`config.mk`:
```
export PLATFORM = sky130hd
export DESIGN_NAME = pec_top
export DESIGN_NICKNAME = d
export VERILOG_FILES = /design/src/design/pec_pkg.sv /design/src/design/pec_counter64.sv /design/src/design/pec_event_qual.sv /design/src/design/pec_top.sv
export VERILOG_INCLUDE_DIRS = /design/src /design/src/design
export SDC_FILE = /design/constraint.sdc
export NUM_CORES = 1
export LEC_CHECK = 0
export BUFFER_PORTS_ARGS = -buffer_cell sky130_fd_sc_hd__buf_4
export CAP_MARGIN = 20
export CORE_ASPECT_RATIO = 1.1
export CORE_MARGIN = 5
export CORE_UTILIZATION = 40
export CTS_CLUSTER_DIAMETER = 150
export DETAILED_ROUTE_END_ITERATION = 8
export PLACE_DENSITY_LB_ADDON = 0.12
export SLEW_MARGIN = 30
export SYNTH_ARGS = -nofsm -noshare
export SYNTH_HDL_FRONTEND = slang
export SYNTH_SLANG_ARGS = --single-unit
```
`constraint.sdc`:
```
create_clock -name clk_sys_i -period 2.93 [get_ports clk_sys_i]
set_clock_uncertainty 0.05 [all_clocks]
set_input_delay 0.4395 -clock clk_sys_i [delete_from_list [all_inputs] [get_ports clk_sys_i]]
set_output_delay 0.4395 -clock clk_sys_i [all_outputs]
set_load 0.02 [all_outputs]
```
`src/design/pec_consts.svh`:
```
// Purpose: offsets, field positions and reset values of the performance event counters
// Assumes: word index = byte address / 4, apb address 12 bits
// Notes:   definitions only
`ifndef PEC_CONSTS_SVH
`define PEC_CONSTS_SVH

// word indices of the counter low words
`define PEC_IDX_CTR0        10'h309
`define PEC_IDX_CTR1        10'h30a
`define PEC_IDX_CTR2        10'h30b
// high word index = low word index + this
`define PEC_IDX_HI_OFS      10'h040
// control and general-purpose counter words
`define PEC_IDX_FIXED_EN    10'h380
`define PEC_IDX_EVTSEL      10'h381
`define PEC_IDX_GP_LO       10'h382
`define PEC_IDX_GP_HI       10'h383

// event select register fields
`define PEC_EVTSEL_EVT_LSB  0
`define PEC_EVTSEL_UM_LSB   8
`define PEC_EVTSEL_EN_BIT   22

// event encodings
`define PEC_EVT_INST_RET    8'hc0
`define PEC_UM_RET_ANY      8'h00
`define PEC_UM_RET_VROOT    8'h08
`define PEC_EVT_LOAD_BLOCK  8'h03
`define PEC_UM_LB_ADDR      8'h02
`define PEC_UM_LB_DATA      8'h04
`define PEC_UM_LB_OVERLAP   8'h08
`define PEC_EVT_RENAME_STL  8'hd2
`define PEC_UM_RN_SERIAL    8'h10

// reset values
`define PEC_RST_FIXED_EN    3'h7
`define PEC_RST_COUNT       64'h0000_0000_0000_0000
`define PEC_RST_WORD        32'h0000_0000

`endif

```
`src/design/pec_pkg.sv`:
```
// Purpose: shared types of the performance event counters
// Assumes: constants come from pec_consts.svh
// Notes:   types only
package pec_pkg;

	typedef struct packed
	{
		logic       en;
		logic [7:0] umask;
		logic [7:0] event_sel;
	} pec_evtsel_s;

	// per-cycle event indications from pipeline, retirement and power-state logic
	typedef struct packed
	{
		logic inst_retire;              // final micro-op of an instruction retires
		logic in_virt_root;             // virtualization_extension root operation
		logic halted_by_halt_instruction;
		logic halted_by_monitor_wait_instruction;
		logic thermal_monitor_stop_clk;
		logic ref_tick;                 // one pulse per time-stamp-counter increment
		logic load_blocked_store_address_event;
		logic load_blocked_store_value_event;
		logic load_partial_overlap;
		logic load_small_misaligned;
		logic load_wide_misaligned;
		logic register_rename_table_serial_stall;
	} pec_core_evt_s;

	typedef struct packed
	{
		logic [63:0] count;
	} pec_cnt_state_s;

	typedef struct packed
	{
		logic        pready;
		logic        pslverr;
		logic [31:0] prdata;
		logic [2:0]  fixed_en;
		pec_evtsel_s evtsel;
	} pec_top_state_s;

endpackage

```
`src/design/pec_counter64.sv`:
```
// Purpose: one 64-bit event counter with word-wise software load
// Assumes: inc_i is at most one event per clock
// Notes:   a software write wins over an increment in the same cycle in the written word only; the other word keeps the increment
`timescale 1ns/1ps
`default_nettype none
`include "pec_consts.svh"

module pec_counter64
	import pec_pkg::*;
(
	input  wire logic        clk_sys_i,
	input  wire logic        nrst_i,
	input  wire logic        inc_i,
	input  wire logic        wr_lo_i,
	input  wire logic        wr_hi_i,
	input  wire logic [31:0] wdata_i,
	output logic      [63:0] count_o
);

	pec_cnt_state_s state_reg;
	pec_cnt_state_s state_next;

	always_comb
	begin
		state_next = state_reg;
		if (inc_i)
		begin
			state_next.count = state_reg.count + 64'h1;
		end
		// loading software value; the written word drops the counted event of this cycle, an unwritten word keeps it
		if (wr_lo_i)
		begin
			state_next.count[31:0] = wdata_i;
		end
		if (wr_hi_i)
		begin
			state_next.count[63:32] = wdata_i;
		end
	end

	always_ff @(posedge clk_sys_i)
	begin
		if (!nrst_i)
		begin
			state_reg.count <= `PEC_RST_COUNT;
		end
		else
		begin
			state_reg <= state_next;
		end
	end

	assign count_o = state_reg.count;

endmodule // pec_counter64

`default_nettype wire

```
`src/design/pec_event_qual.sv`:
```
// Purpose: qualifies core events against the general-purpose event select
// Assumes: event inputs are per-cycle levels on clk_sys_i
// Notes:   combinational; unknown event codes never count, undefined load-block unit mask bits are ignored
`timescale 1ns/1ps
`default_nettype none
`include "pec_consts.svh"

module pec_event_qual
	import pec_pkg::*;
(
	input  wire pec_evtsel_s   evtsel_i,
	input  wire pec_core_evt_s evt_i,
	output logic               hit_o
);

	logic overlap_store;

	// partial overlap and both misaligned forwarding cases share one unit mask
	assign overlap_store = evt_i.load_partial_overlap
		| evt_i.load_small_misaligned
		| evt_i.load_wide_misaligned;

	always_comb
	begin
		hit_o = 1'b0;
		case (evtsel_i.event_sel)
			`PEC_EVT_INST_RET:
			begin
				if (evtsel_i.umask == `PEC_UM_RET_VROOT)
				begin
					hit_o = evt_i.inst_retire & evt_i.in_virt_root;
				end
				else if (evtsel_i.umask == `PEC_UM_RET_ANY)
				begin
					hit_o = evt_i.inst_retire;
				end
			end
			`PEC_EVT_LOAD_BLOCK:
			begin
				// several unit mask bits count the union; a load blocked over
				// several cycles is counted again each cycle, so never under
				hit_o = ((|(evtsel_i.umask & `PEC_UM_LB_ADDR)) & evt_i.load_blocked_store_address_event)
					| ((|(evtsel_i.umask & `PEC_UM_LB_DATA)) & evt_i.load_blocked_store_value_event)
					| ((|(evtsel_i.umask & `PEC_UM_LB_OVERLAP)) & overlap_store);
			end
			`PEC_EVT_RENAME_STL:
			begin
				if (evtsel_i.umask == `PEC_UM_RN_SERIAL)
				begin
					hit_o = evt_i.register_rename_table_serial_stall;
				end
			end
			default:
			begin
				hit_o = 1'b0;
			end
		endcase
	end

endmodule // pec_event_qual

`default_nettype wire

```
`src/design/pec_top.sv`:
```
// Purpose: fixed-function and one general-purpose performance counter behind an apb slave
// Assumes: core event inputs are synchronous to clk_sys_i; ref_tick pulses at tsc rate
// Notes:   read data is sampled in the apb setup cycle; one wait-free access phase
`timescale 1ns/1ps
`default_nettype none
`include "pec_consts.svh"

module pec_top
	import pec_pkg::*;
(
	input  wire logic          clk_sys_i,
	input  wire logic          nrst_i,
	input  wire logic          psel_i,
	input  wire logic          penable_i,
	input  wire logic          pwrite_i,
	input  wire logic [11:0]   paddr_i,
	input  wire logic [31:0]   pwdata_i,
	input  wire logic [3:0]    pstrb_i,
	output logic               pready_o,
	output logic               pslverr_o,
	output logic      [31:0]   prdata_o,
	input  wire pec_core_evt_s core_evt_i
);

	localparam int NCNT = 4;

	// low word index per counter: three fixed, then the general-purpose one
	localparam logic [9:0] LO_IDX [NCNT] = '{`PEC_IDX_CTR0, `PEC_IDX_CTR1, `PEC_IDX_CTR2, `PEC_IDX_GP_LO};
	localparam logic [9:0] HI_IDX [NCNT] = '{`PEC_IDX_CTR0 + `PEC_IDX_HI_OFS, `PEC_IDX_CTR1 + `PEC_IDX_HI_OFS,
		`PEC_IDX_CTR2 + `PEC_IDX_HI_OFS, `PEC_IDX_GP_HI};

	pec_top_state_s state_reg;
	pec_top_state_s state_next;

	logic [63:0]     count    [NCNT];
	logic [NCNT-1:0] inc;
	logic [NCNT-1:0] wr_lo;
	logic [NCNT-1:0] wr_hi;
	logic            wr_take;
	logic            setup;
	logic            gp_hit;
	logic            in_halt;

	function automatic logic idx_hit(input logic [11:0] addr, input logic [9:0] idx);
		idx_hit = (addr[11:2] == idx);
	endfunction

	function automatic logic idx_known(input logic [11:0] addr);
		logic k;
		k = idx_hit(addr, `PEC_IDX_FIXED_EN) | idx_hit(addr, `PEC_IDX_EVTSEL);
		for (int i = 0; i < NCNT; i++)
		begin
			k = k | idx_hit(addr, LO_IDX[i]) | idx_hit(addr, HI_IDX[i]);
		end
		idx_known = k;
	endfunction

	// write takes effect only at the completing edge of the access phase
	assign setup   = psel_i & ~penable_i;
	assign wr_take = psel_i & penable_i & pwrite_i & state_reg.pready & ~state_reg.pslverr;

	// either halting instruction puts the core in the halt state
	assign in_halt = core_evt_i.halted_by_halt_instruction | core_evt_i.halted_by_monitor_wait_instruction;

	// no interrupt or trap input gates the retire count: it is never suspended
	assign inc[0] = state_reg.fixed_en[0] & core_evt_i.inst_retire;
	assign inc[1] = state_reg.fixed_en[1] & ~in_halt;
	// ref_tick comes from the tsc divider, so p-state changes leave the rate alone
	assign inc[2] = state_reg.fixed_en[2] & core_evt_i.ref_tick
		& ~in_halt & ~core_evt_i.thermal_monitor_stop_clk;
	// model-specific events reach only the general-purpose counter
	assign inc[3] = state_reg.evtsel.en & gp_hit;

	pec_event_qual u_event_qual
	(
		.evtsel_i (state_reg.evtsel),
		.evt_i    (core_evt_i),
		.hit_o    (gp_hit)
	);

	genvar g;
	generate
		for (g = 0; g < NCNT; g++)
		begin : g_cnt
			assign wr_lo[g] = wr_take & idx_hit(paddr_i, LO_IDX[g]);
			assign wr_hi[g] = wr_take & idx_hit(paddr_i, HI_IDX[g]);

			pec_counter64 u_counter
			(
				.clk_sys_i (clk_sys_i),
				.nrst_i    (nrst_i),
				.inc_i     (inc[g]),
				.wr_lo_i   (wr_lo[g]),
				.wr_hi_i   (wr_hi[g]),
				.wdata_i   (pwdata_i),
				.count_o   (count[g])
			);
		end
	endgenerate

	always_comb
	begin
		state_next = state_reg;
		// answer is armed in the setup cycle and stands for exactly the access cycle
		state_next.pready  = setup;
		state_next.pslverr = setup & ~idx_known(paddr_i);
		if (setup)
		begin
			state_next.prdata = `PEC_RST_WORD;
			if (!pwrite_i)
			begin
				// counters are readable at any moment, without stopping them
				for (int i = 0; i < NCNT; i++)
				begin
					if (idx_hit(paddr_i, LO_IDX[i]))
					begin
						state_next.prdata = count[i][31:0];
					end
					if (idx_hit(paddr_i, HI_IDX[i]))
					begin
						state_next.prdata = count[i][63:32];
					end
				end
				if (idx_hit(paddr_i, `PEC_IDX_FIXED_EN))
				begin
					state_next.prdata = {29'h0000_0000, state_reg.fixed_en};
				end
				if (idx_hit(paddr_i, `PEC_IDX_EVTSEL))
				begin
					state_next.prdata = {9'h000, state_reg.evtsel.en, 6'h00,
						state_reg.evtsel.umask, state_reg.evtsel.event_sel};
				end
			end
		end
		else
		begin
			// read data stands only with pready, so it clears at the access edge
			state_next.prdata = `PEC_RST_WORD;
		end
		if (wr_take & idx_hit(paddr_i, `PEC_IDX_FIXED_EN))
		begin
			state_next.fixed_en = pwdata_i[2:0];
		end
		if (wr_take & idx_hit(paddr_i, `PEC_IDX_EVTSEL))
		begin
			state_next.evtsel.event_sel = pwdata_i[`PEC_EVTSEL_EVT_LSB +: 8];
			state_next.evtsel.umask     = pwdata_i[`PEC_EVTSEL_UM_LSB +: 8];
			state_next.evtsel.en        = pwdata_i[`PEC_EVTSEL_EN_BIT];
		end
	end

	always_ff @(posedge clk_sys_i)
	begin
		if (!nrst_i)
		begin
			state_reg.pready    <= 1'b0;
			state_reg.pslverr   <= 1'b0;
			state_reg.prdata    <= `PEC_RST_WORD;
			state_reg.fixed_en  <= `PEC_RST_FIXED_EN;
			state_reg.evtsel    <= '0;
		end
		else
		begin
			state_reg <= state_next;
		end
	end

	assign pready_o  = state_reg.pready;
	assign pslverr_o = state_reg.pslverr;
	assign prdata_o  = state_reg.prdata;

	// byte strobes are accepted but every write is a full word
	logic unused_strb;
	assign unused_strb = ^pstrb_i;

endmodule // pec_top

`default_nettype wire

```
==> impl_metrics.yaml, run 1 <==
cts:
  clock_latency_ps: 570
  clock-sinks: 310
  numCtsBuffers: 39
  cts_tree: "yes"
  clockBufferDepth: 3
  clkSlewWorstSetupHoldPaths_ps: 60
  root_buffer: "clkbuf_16"
  cts_setup_buffers: 0
  h-tree-depth: 2
logic_synthesis:
  postSynthAreaPerCell_um2: 7.73
  ys_seq_area_share_pct: 34.0
  synth_top_flop_cell: "dfxtp_1"
  netlist_area_um2: 18200
  synth_area_leaders: "dfxtp_1 34%, xnor2_1 8.7%, o21ai_0 7.6%"
  synthCells: 2358
  synth_edf_count: 0
  ys_seq_elements: 310
  ys_warn_count: 0
  ys_types: 70
  yosysTopAreaCellShare_pct: 34.0
  yosys.area.top_type: "dfxtp_1"
  synthArstFlopShare_pct: 0
  synth_nets: 2427
route:
  drcViolationCount: 0
  num_vias: 18300
  antenna_left: 0
  firstDrtPassIters: 6
  wl_mm: 72.9
  wire_per_inst_um: 24.2
  drt_iter0_drc: 1680
  viasPerCell: 6.09
placed_design:
  dp_cells: 2943
  finalWeightedCongestion: 0.966
  dp_hpwl_mm: 51.8
  numPortBuffers: 92
  dpl-instance-area_um2: 19700
  post-place-ws_ps: 62.3
floorplanning:
  initial_core_util_pct: 40.2
  io_pins: 99
  core_um2: 45300
  die-area_um2: 50000
  die-width_um: 214
  chipHeight_um: 234
  rows: 82
setup_path:
  rr_startpoint: "state_reg[6]$_SDFFE_PN0P_"
  worstPathArrival_ps: 3180
  cp.required_ps: 3360
  r2r_end: "g_cnt[3].u_counter.count_o[46]$_SDFFE_PN0P_"
  r2r_setup_slack_ps: 170
  crit_path_start_kind: "flip-flop"
  critPathMaxFanout: 12
  cp-end-kind: "flip-flop"
  r2r_cells: 6
  criticalPathCategory: "reg -> reg"
layout:
  design_area_um2: 20900
  n_antenna_cell: 0
  stdcell_count: 3012
  nets: 2466
  largest_register_ff_count: 256
  syn_to_final_growth_pct: 14.6
  nFillCells: 4568
  fin_util_pct: 46.1
  drive_gt1_share_pct: 13.4
run_status:
  status: "complete, no violations"
timing:
  timing.hold.ws_ps: 149
  rsz0062_at_grt: "false"
  fin_setup_tns_ps: 0
  slew_violations: 0
  hold_viol_final: 0
  relSlewSlack_pct: 39.8
  worst_pin_slew_ps: 902
  max_freq_ghz: 0.363
  post-route-min-period_ps: 2760
  setup_slack_ps: 174
  timing.final.crit_share_pct: 94.1
  setup_violations: 0
hold_path:
  hold_start: "psel_i"
  hold_depth: 3
  min_to: "pready_o$_SDFF_PN0_"
  hold_path.class: "in -> reg"
pwr:
  ir_worst_vdd_uv: 372
  leakagePower_nw: 6.27
  finalPower_mw: 9.50
  cellPowerDensity_nw_per_um2: 454
global_routing:
  grt_pass1_vias: 17400
  overflow: 0
  grt_antenna_before_repair: 0
  grt_pass1_wl_mm: 108
  grtUsageTotal_pct: 28.3
  grt_max_degree: 205
run:
  maxCapViolations: 0
-- cell usage after synthesis (20+ instances only) --
cell        n
dfxtp_1   310
o21ai_0   276
a21oi_1   251
xnor2_1   181
nand2_1   169
clkbuf_1  152
nor2_1    150
nand3_1   113
nor3_1     81
nand4_1    74
a211oi_1   62
xor2_1     59
inv_1      55
nor4_1     46
buf_4      33
a31oi_1    29
and3_1     27
or3_1      22
and4_1     20
-- per-layer routing --
layer | vias up | track usage [%] | routed length [um]
met1 | 8781 | 38.3 | 31000
met3 | 145 | 4.13 | 5240
met4 | 0 | 8.75 | 2390
met5 | - | 0 | 0
li1 | 8665 | - | -
met2 | 745 | 47.0 | 34300
-- worst max path at each step --
stage | start | end | slack [ps]
final | state_reg[6]$_SDFFE_PN0P_ | g_cnt[3].u_counter.count_o[46]$_SDFFE_PN0P_ | 170
after global routing | state_reg[6]$_SDFFE_PN0P_ | g_cnt[3].u_counter.count_o[50]$_SDFFE_PN0P_ | 50
after CTS | state_reg[6]$_SDFFE_PN0P_ | g_cnt[3].u_counter.count_o[55]$_SDFFE_PN0P_ | 10
after detailed placement | state_reg[6]$_SDFFE_PN0P_ | g_cnt[3].u_counter.count_o[55]$_SDFFE_PN0P_ | 60
after global placement | state_reg[7]$_SDFFE_PN0P_ | g_cnt[3].u_counter.count_o[55]$_SDFFE_PN0P_ | 110
after floorplan | paddr_i[2] | prdata_o[23]$_SDFF_PP0_ | 560
-- power by group --
part | leakage [nW] | switching (mW) | internal, mW
Combinational | 3.17 | 0.375 | 0.146
Sequential | 2.50 | 0.00823 | 4.22
Clock | 0.604 | 2.00 | 2.75
-- cell usage in the layout, fill, tap and decap left out, drive strengths merged, types with 7 or more instances in the layout --
master     n
nor2b      7
clkbuf    50
mux2      16
inv       56
nor4b     13
o2bb2ai   13
a211oi    62
a222oi     8
nor2     150
a22o       7
o21ai    277
and3      27
a221oi    11
nor3      88
o22ai     12
dfxtp    310
a221o     10
o211ai    15
nand3    113
or3       22
and2      11
xnor2    181
nand2    169
a22oi     14
xor2      59
clkinv    12
nor4      60
a31oi     30
a21oi    251
mux2i     13
nand4     76
buf      202
and4      20
-- cell type report --
cell class	count	area (um^2)	area share (%)
well taps	588	736	3.52
clock inverters	18	155	0.742
multi-input cells	1789	11000	52.4
repair buffers	202	1570	7.53
inverters	55	206	0.987
flip-flops and latches	310	6210	29.7
clock buffers	50	1070	5.11
-- logic make-up (layout without fill, tap and decap cells) --
group	after synthesis	count (layout)	synth area share, %
and+or+nand+nor	786	786	23.1
buffers and inverters	259	325	6.21
AOI/OAI and AO/OA	730	730	23.2
DFF	310	310	34.0
xor gates and xnor gates	240	240	11.5
adders and majority gates	4	4	0.274
muxes	29	29	1.70
-- critical path: stages, from the launching register on --
cell       delay [ps]
dfxtp_1           350
or4b_1            500
a2111oi_2         560
a31o_2            290
nand4_2           310
or3_1             430
a31oi_1           170
-- what timing repair did --
item                       4_1_cts  5_1_grt
gates resized for setup          0        2
hold buffers                     0        0
setup endpoints to repair        0        5
Note: power is estimated with default switching activity, not from simulation.
==> run 2, diff against run 1 <==
- ABC_AREA: not set -> 1
==> run 2 against run 1 <==
Net effect: combinational power up 16%; largest cell class unchanged; critical path type unchanged; critical path depth grew 5; utilization is 0.67 points lower; area after synthesis up 26%; sequential power about the same.
==> impl_metrics.yaml, run 2 <==
setup_path:
  crit_path_start_kind: "flip-flop"
  cp.required_ps: 3340
  cp-end-kind: "flip-flop"
  critPathMaxFanout: 7
  rr_startpoint: "g_cnt[3].u_counter.count_o[0]$_SDFFE_PN0P_"
  criticalPathCategory: "reg -> reg"
  r2r_cells: 11
  worstPathArrival_ps: 2980
  r2r_end: "g_cnt[3].u_counter.count_o[54]$_SDFFE_PN0P_"
  r2r_setup_slack_ps: 360
timing:
  setup_slack_ps: 360
  relSlewSlack_pct: 39.0
  setup_violations: 0
  hold_viol_final: 0
  slew_violations: 0
  fin_setup_tns_ps: 0
  worst_pin_slew_ps: 914
  post-route-min-period_ps: 2570
  timing.final.crit_share_pct: 87.7
  max_freq_ghz: 0.389
  rsz0062_at_grt: "false"
  timing.hold.ws_ps: 24.4
logic_synthesis:
  ys_types: 51
  synthArstFlopShare_pct: 0
  synth_edf_count: 0
  ys_warn_count: 0
  synth_nets: 3891
  ys_seq_area_share_pct: 27.0
  yosys.area.top_type: "dfxtp_1"
  ys_seq_elements: 310
  yosys.cell_count.top_type: "nand2_1"
  postSynthAreaPerCell_um2: 6.02
  yosysTopAreaCellShare_pct: 27.0
  netlist_area_um2: 23000
  synth_area_leaders: "dfxtp_1 27%, nand2_1 17%, inv_1 7.7%"
  synthCells: 3822
  synth_top_flop_cell: "dfxtp_1"
  synth_top_cells_by_count: "1,042 x nand2_1, 469 x inv_1, 465 x nor2_1"
floorplanning:
  initial_core_util_pct: 40.3
  die-area_um2: 62400
  die-width_um: 239
  io_pins: 99
  chipHeight_um: 261
  core_um2: 57100
  rows: 92
run_status:
  status: "complete, no violations"
global_routing:
  grtUsageTotal_pct: 37.3
  overflow: 0
  grt_max_degree: 141
  grt_pass1_wl_mm: 172
  grt_pass1_vias: 24800
  grt_antenna_before_repair: 9
placed_design:
  dp_hpwl_mm: 94.0
  dp_cells: 4607
  post-place-ws_ps: 219
  finalWeightedCongestion: 1.11
  numPortBuffers: 92
run:
  maxCapViolations: 0
cts:
  numCtsBuffers: 39
  h-tree-depth: 2
  clkSlewWorstSetupHoldPaths_ps: 60
  clockBufferDepth: 3
  cts_setup_buffers: 0
  clock-sinks: 310
  cts_tree: "yes"
  root_buffer: "clkbuf_16"
  hold_buffers: 0
  clock_latency_ps: 580
  cts-resized-gates: 0
layout:
  drive_gt1_share_pct: 8.46
  nets: 3965
  nFillCells: 6387
  largest_register_ff_count: 256
  most-common-layout-cells: "1,042 x nand2_1, 468 x inv_1, 464 x nor2_1"
  layout_commonest_cell: "nand2_1"
  syn_to_final_growth_pct: 12.8
  stdcell_count: 4679
route:
  firstDrtPassIters: 6
  antenna_left: 0
  wl_mm: 121
  wire_per_inst_um: 25.8
  drt_iter0_drc: 3698
  drcViolationCount: 0
  viasPerCell: 5.79
  num_vias: 27100
pwr:
  ir_worst_vdd_uv: 294
  leakagePower_nw: 10.0
  cellPowerDensity_nw_per_um2: 382
  finalPower_mw: 9.91
hold_path:
  hold_depth: 2
  hold_path.class: "in -> reg"
  hold_start: "penable_i"
  min_to: "pready_o$_SDFF_PN0_"
==> run 2: cell count changes after synthesis, moves of 43 or more <==
cell and change:
a21oi_1 -74, clkbuf_1 -84, inv_1 +414, nand2_1 +873
nand3_1 +138, nor2_1 +315, nor3_1 +68, o211ai_1 +43
o21ai_0 -122, o221ai_1 +64, xnor2_1 -152, xor2_1 +118
==> run 2: final cells by class <==
class,count,area [um^2],share of cell area (%)
clock buffer,57,1160,4.46
multi-input combinational,2845,14000,54.1
sequential,310,6210,23.9
tap,752,941,3.63
inverter,499,1880,7.23
clock inverter,12,138,0.531
timing repair buffer,201,1570,6.06
antenna,3,7.51,0.0289
==> run 2: power by group <==
group          internal (mW)  switching [mW]
clock network           2.99            2.09
logic                  0.108           0.497
registers               4.22         0.00556
total                   7.32            2.59
==> run 2: worst max-delay path: stages, from the launching register on <==
cell and delay (ps):
dfxtp_1 510, ha_1 230, nand3_1 230, nor2_2 210, inv_1 90, nor3_1 520, nand3_1 160, xor2_1 190
nand3_1 90, nand3_1 80, nand2_1 60, inv_1 40
==> run 2: cell families after synthesis <==
kind of cell / share of synthesized area, %
simple gates: 38.2
buf+inv: 11.9
compound gates: 14.8
flops: 27.0
xor+xnor: 7.85
fa+ha+maj: 0.218
==> run 2: stage by stage <==
stage / cell area (um^2) / util, %
final: 25900 / 45.4
after CTS: 25900 / 45.4
after global routing: 25900 / 45.4
after global placement: 24600 / 43.2
after floorplan: 23000 / -
after detailed placement: 24600 / 43.2
==> run 2: routing by layer <==
metal / up-vias / share of wire, % / wire length [um] / track usage [%]
li1: 12600 / - / - / -
met1: 12600 / 41 / 49200 / 50.6
met2: 1566 / 42 / 50300 / 55.5
met3: 290 / 10 / 12600 / 7.37
met4: 6 / 6.9 / 8300 / 20.7
met5: - / 0.069 / 83 / 0
==> run 2: worst max-delay path by stage <==
stage | startpoint | end | slack, ps | cells past startpoint
6_report | g_cnt[3].u_counter.count_o[0]$_SDFFE_PN0P_ | g_cnt[3].u_counter.count_o[54]$_SDFFE_PN0P_ | 360 | 11
5_1_grt | g_cnt[2].u_counter.count_o[0]$_SDFFE_PN0P_ | g_cnt[2].u_counter.count_o[51]$_SDFFE_PN0P_ | 240 | 10
2_1_floorplan | paddr_i[7] | g_cnt[2].u_counter.count_o[62]$_SDFFE_PN0P_ | 1000 | 12
4_1_cts | g_cnt[2].u_counter.count_o[0]$_SDFFE_PN0P_ | g_cnt[2].u_counter.count_o[51]$_SDFFE_PN0P_ | 420 | 10
3_3_place_gp | paddr_i[4] | prdata_o[29]$_SDFF_PP0_ | 250 | 10
3_5_place_dp | paddr_i[4] | prdata_o[29]$_SDFF_PP0_ | 220 | 10
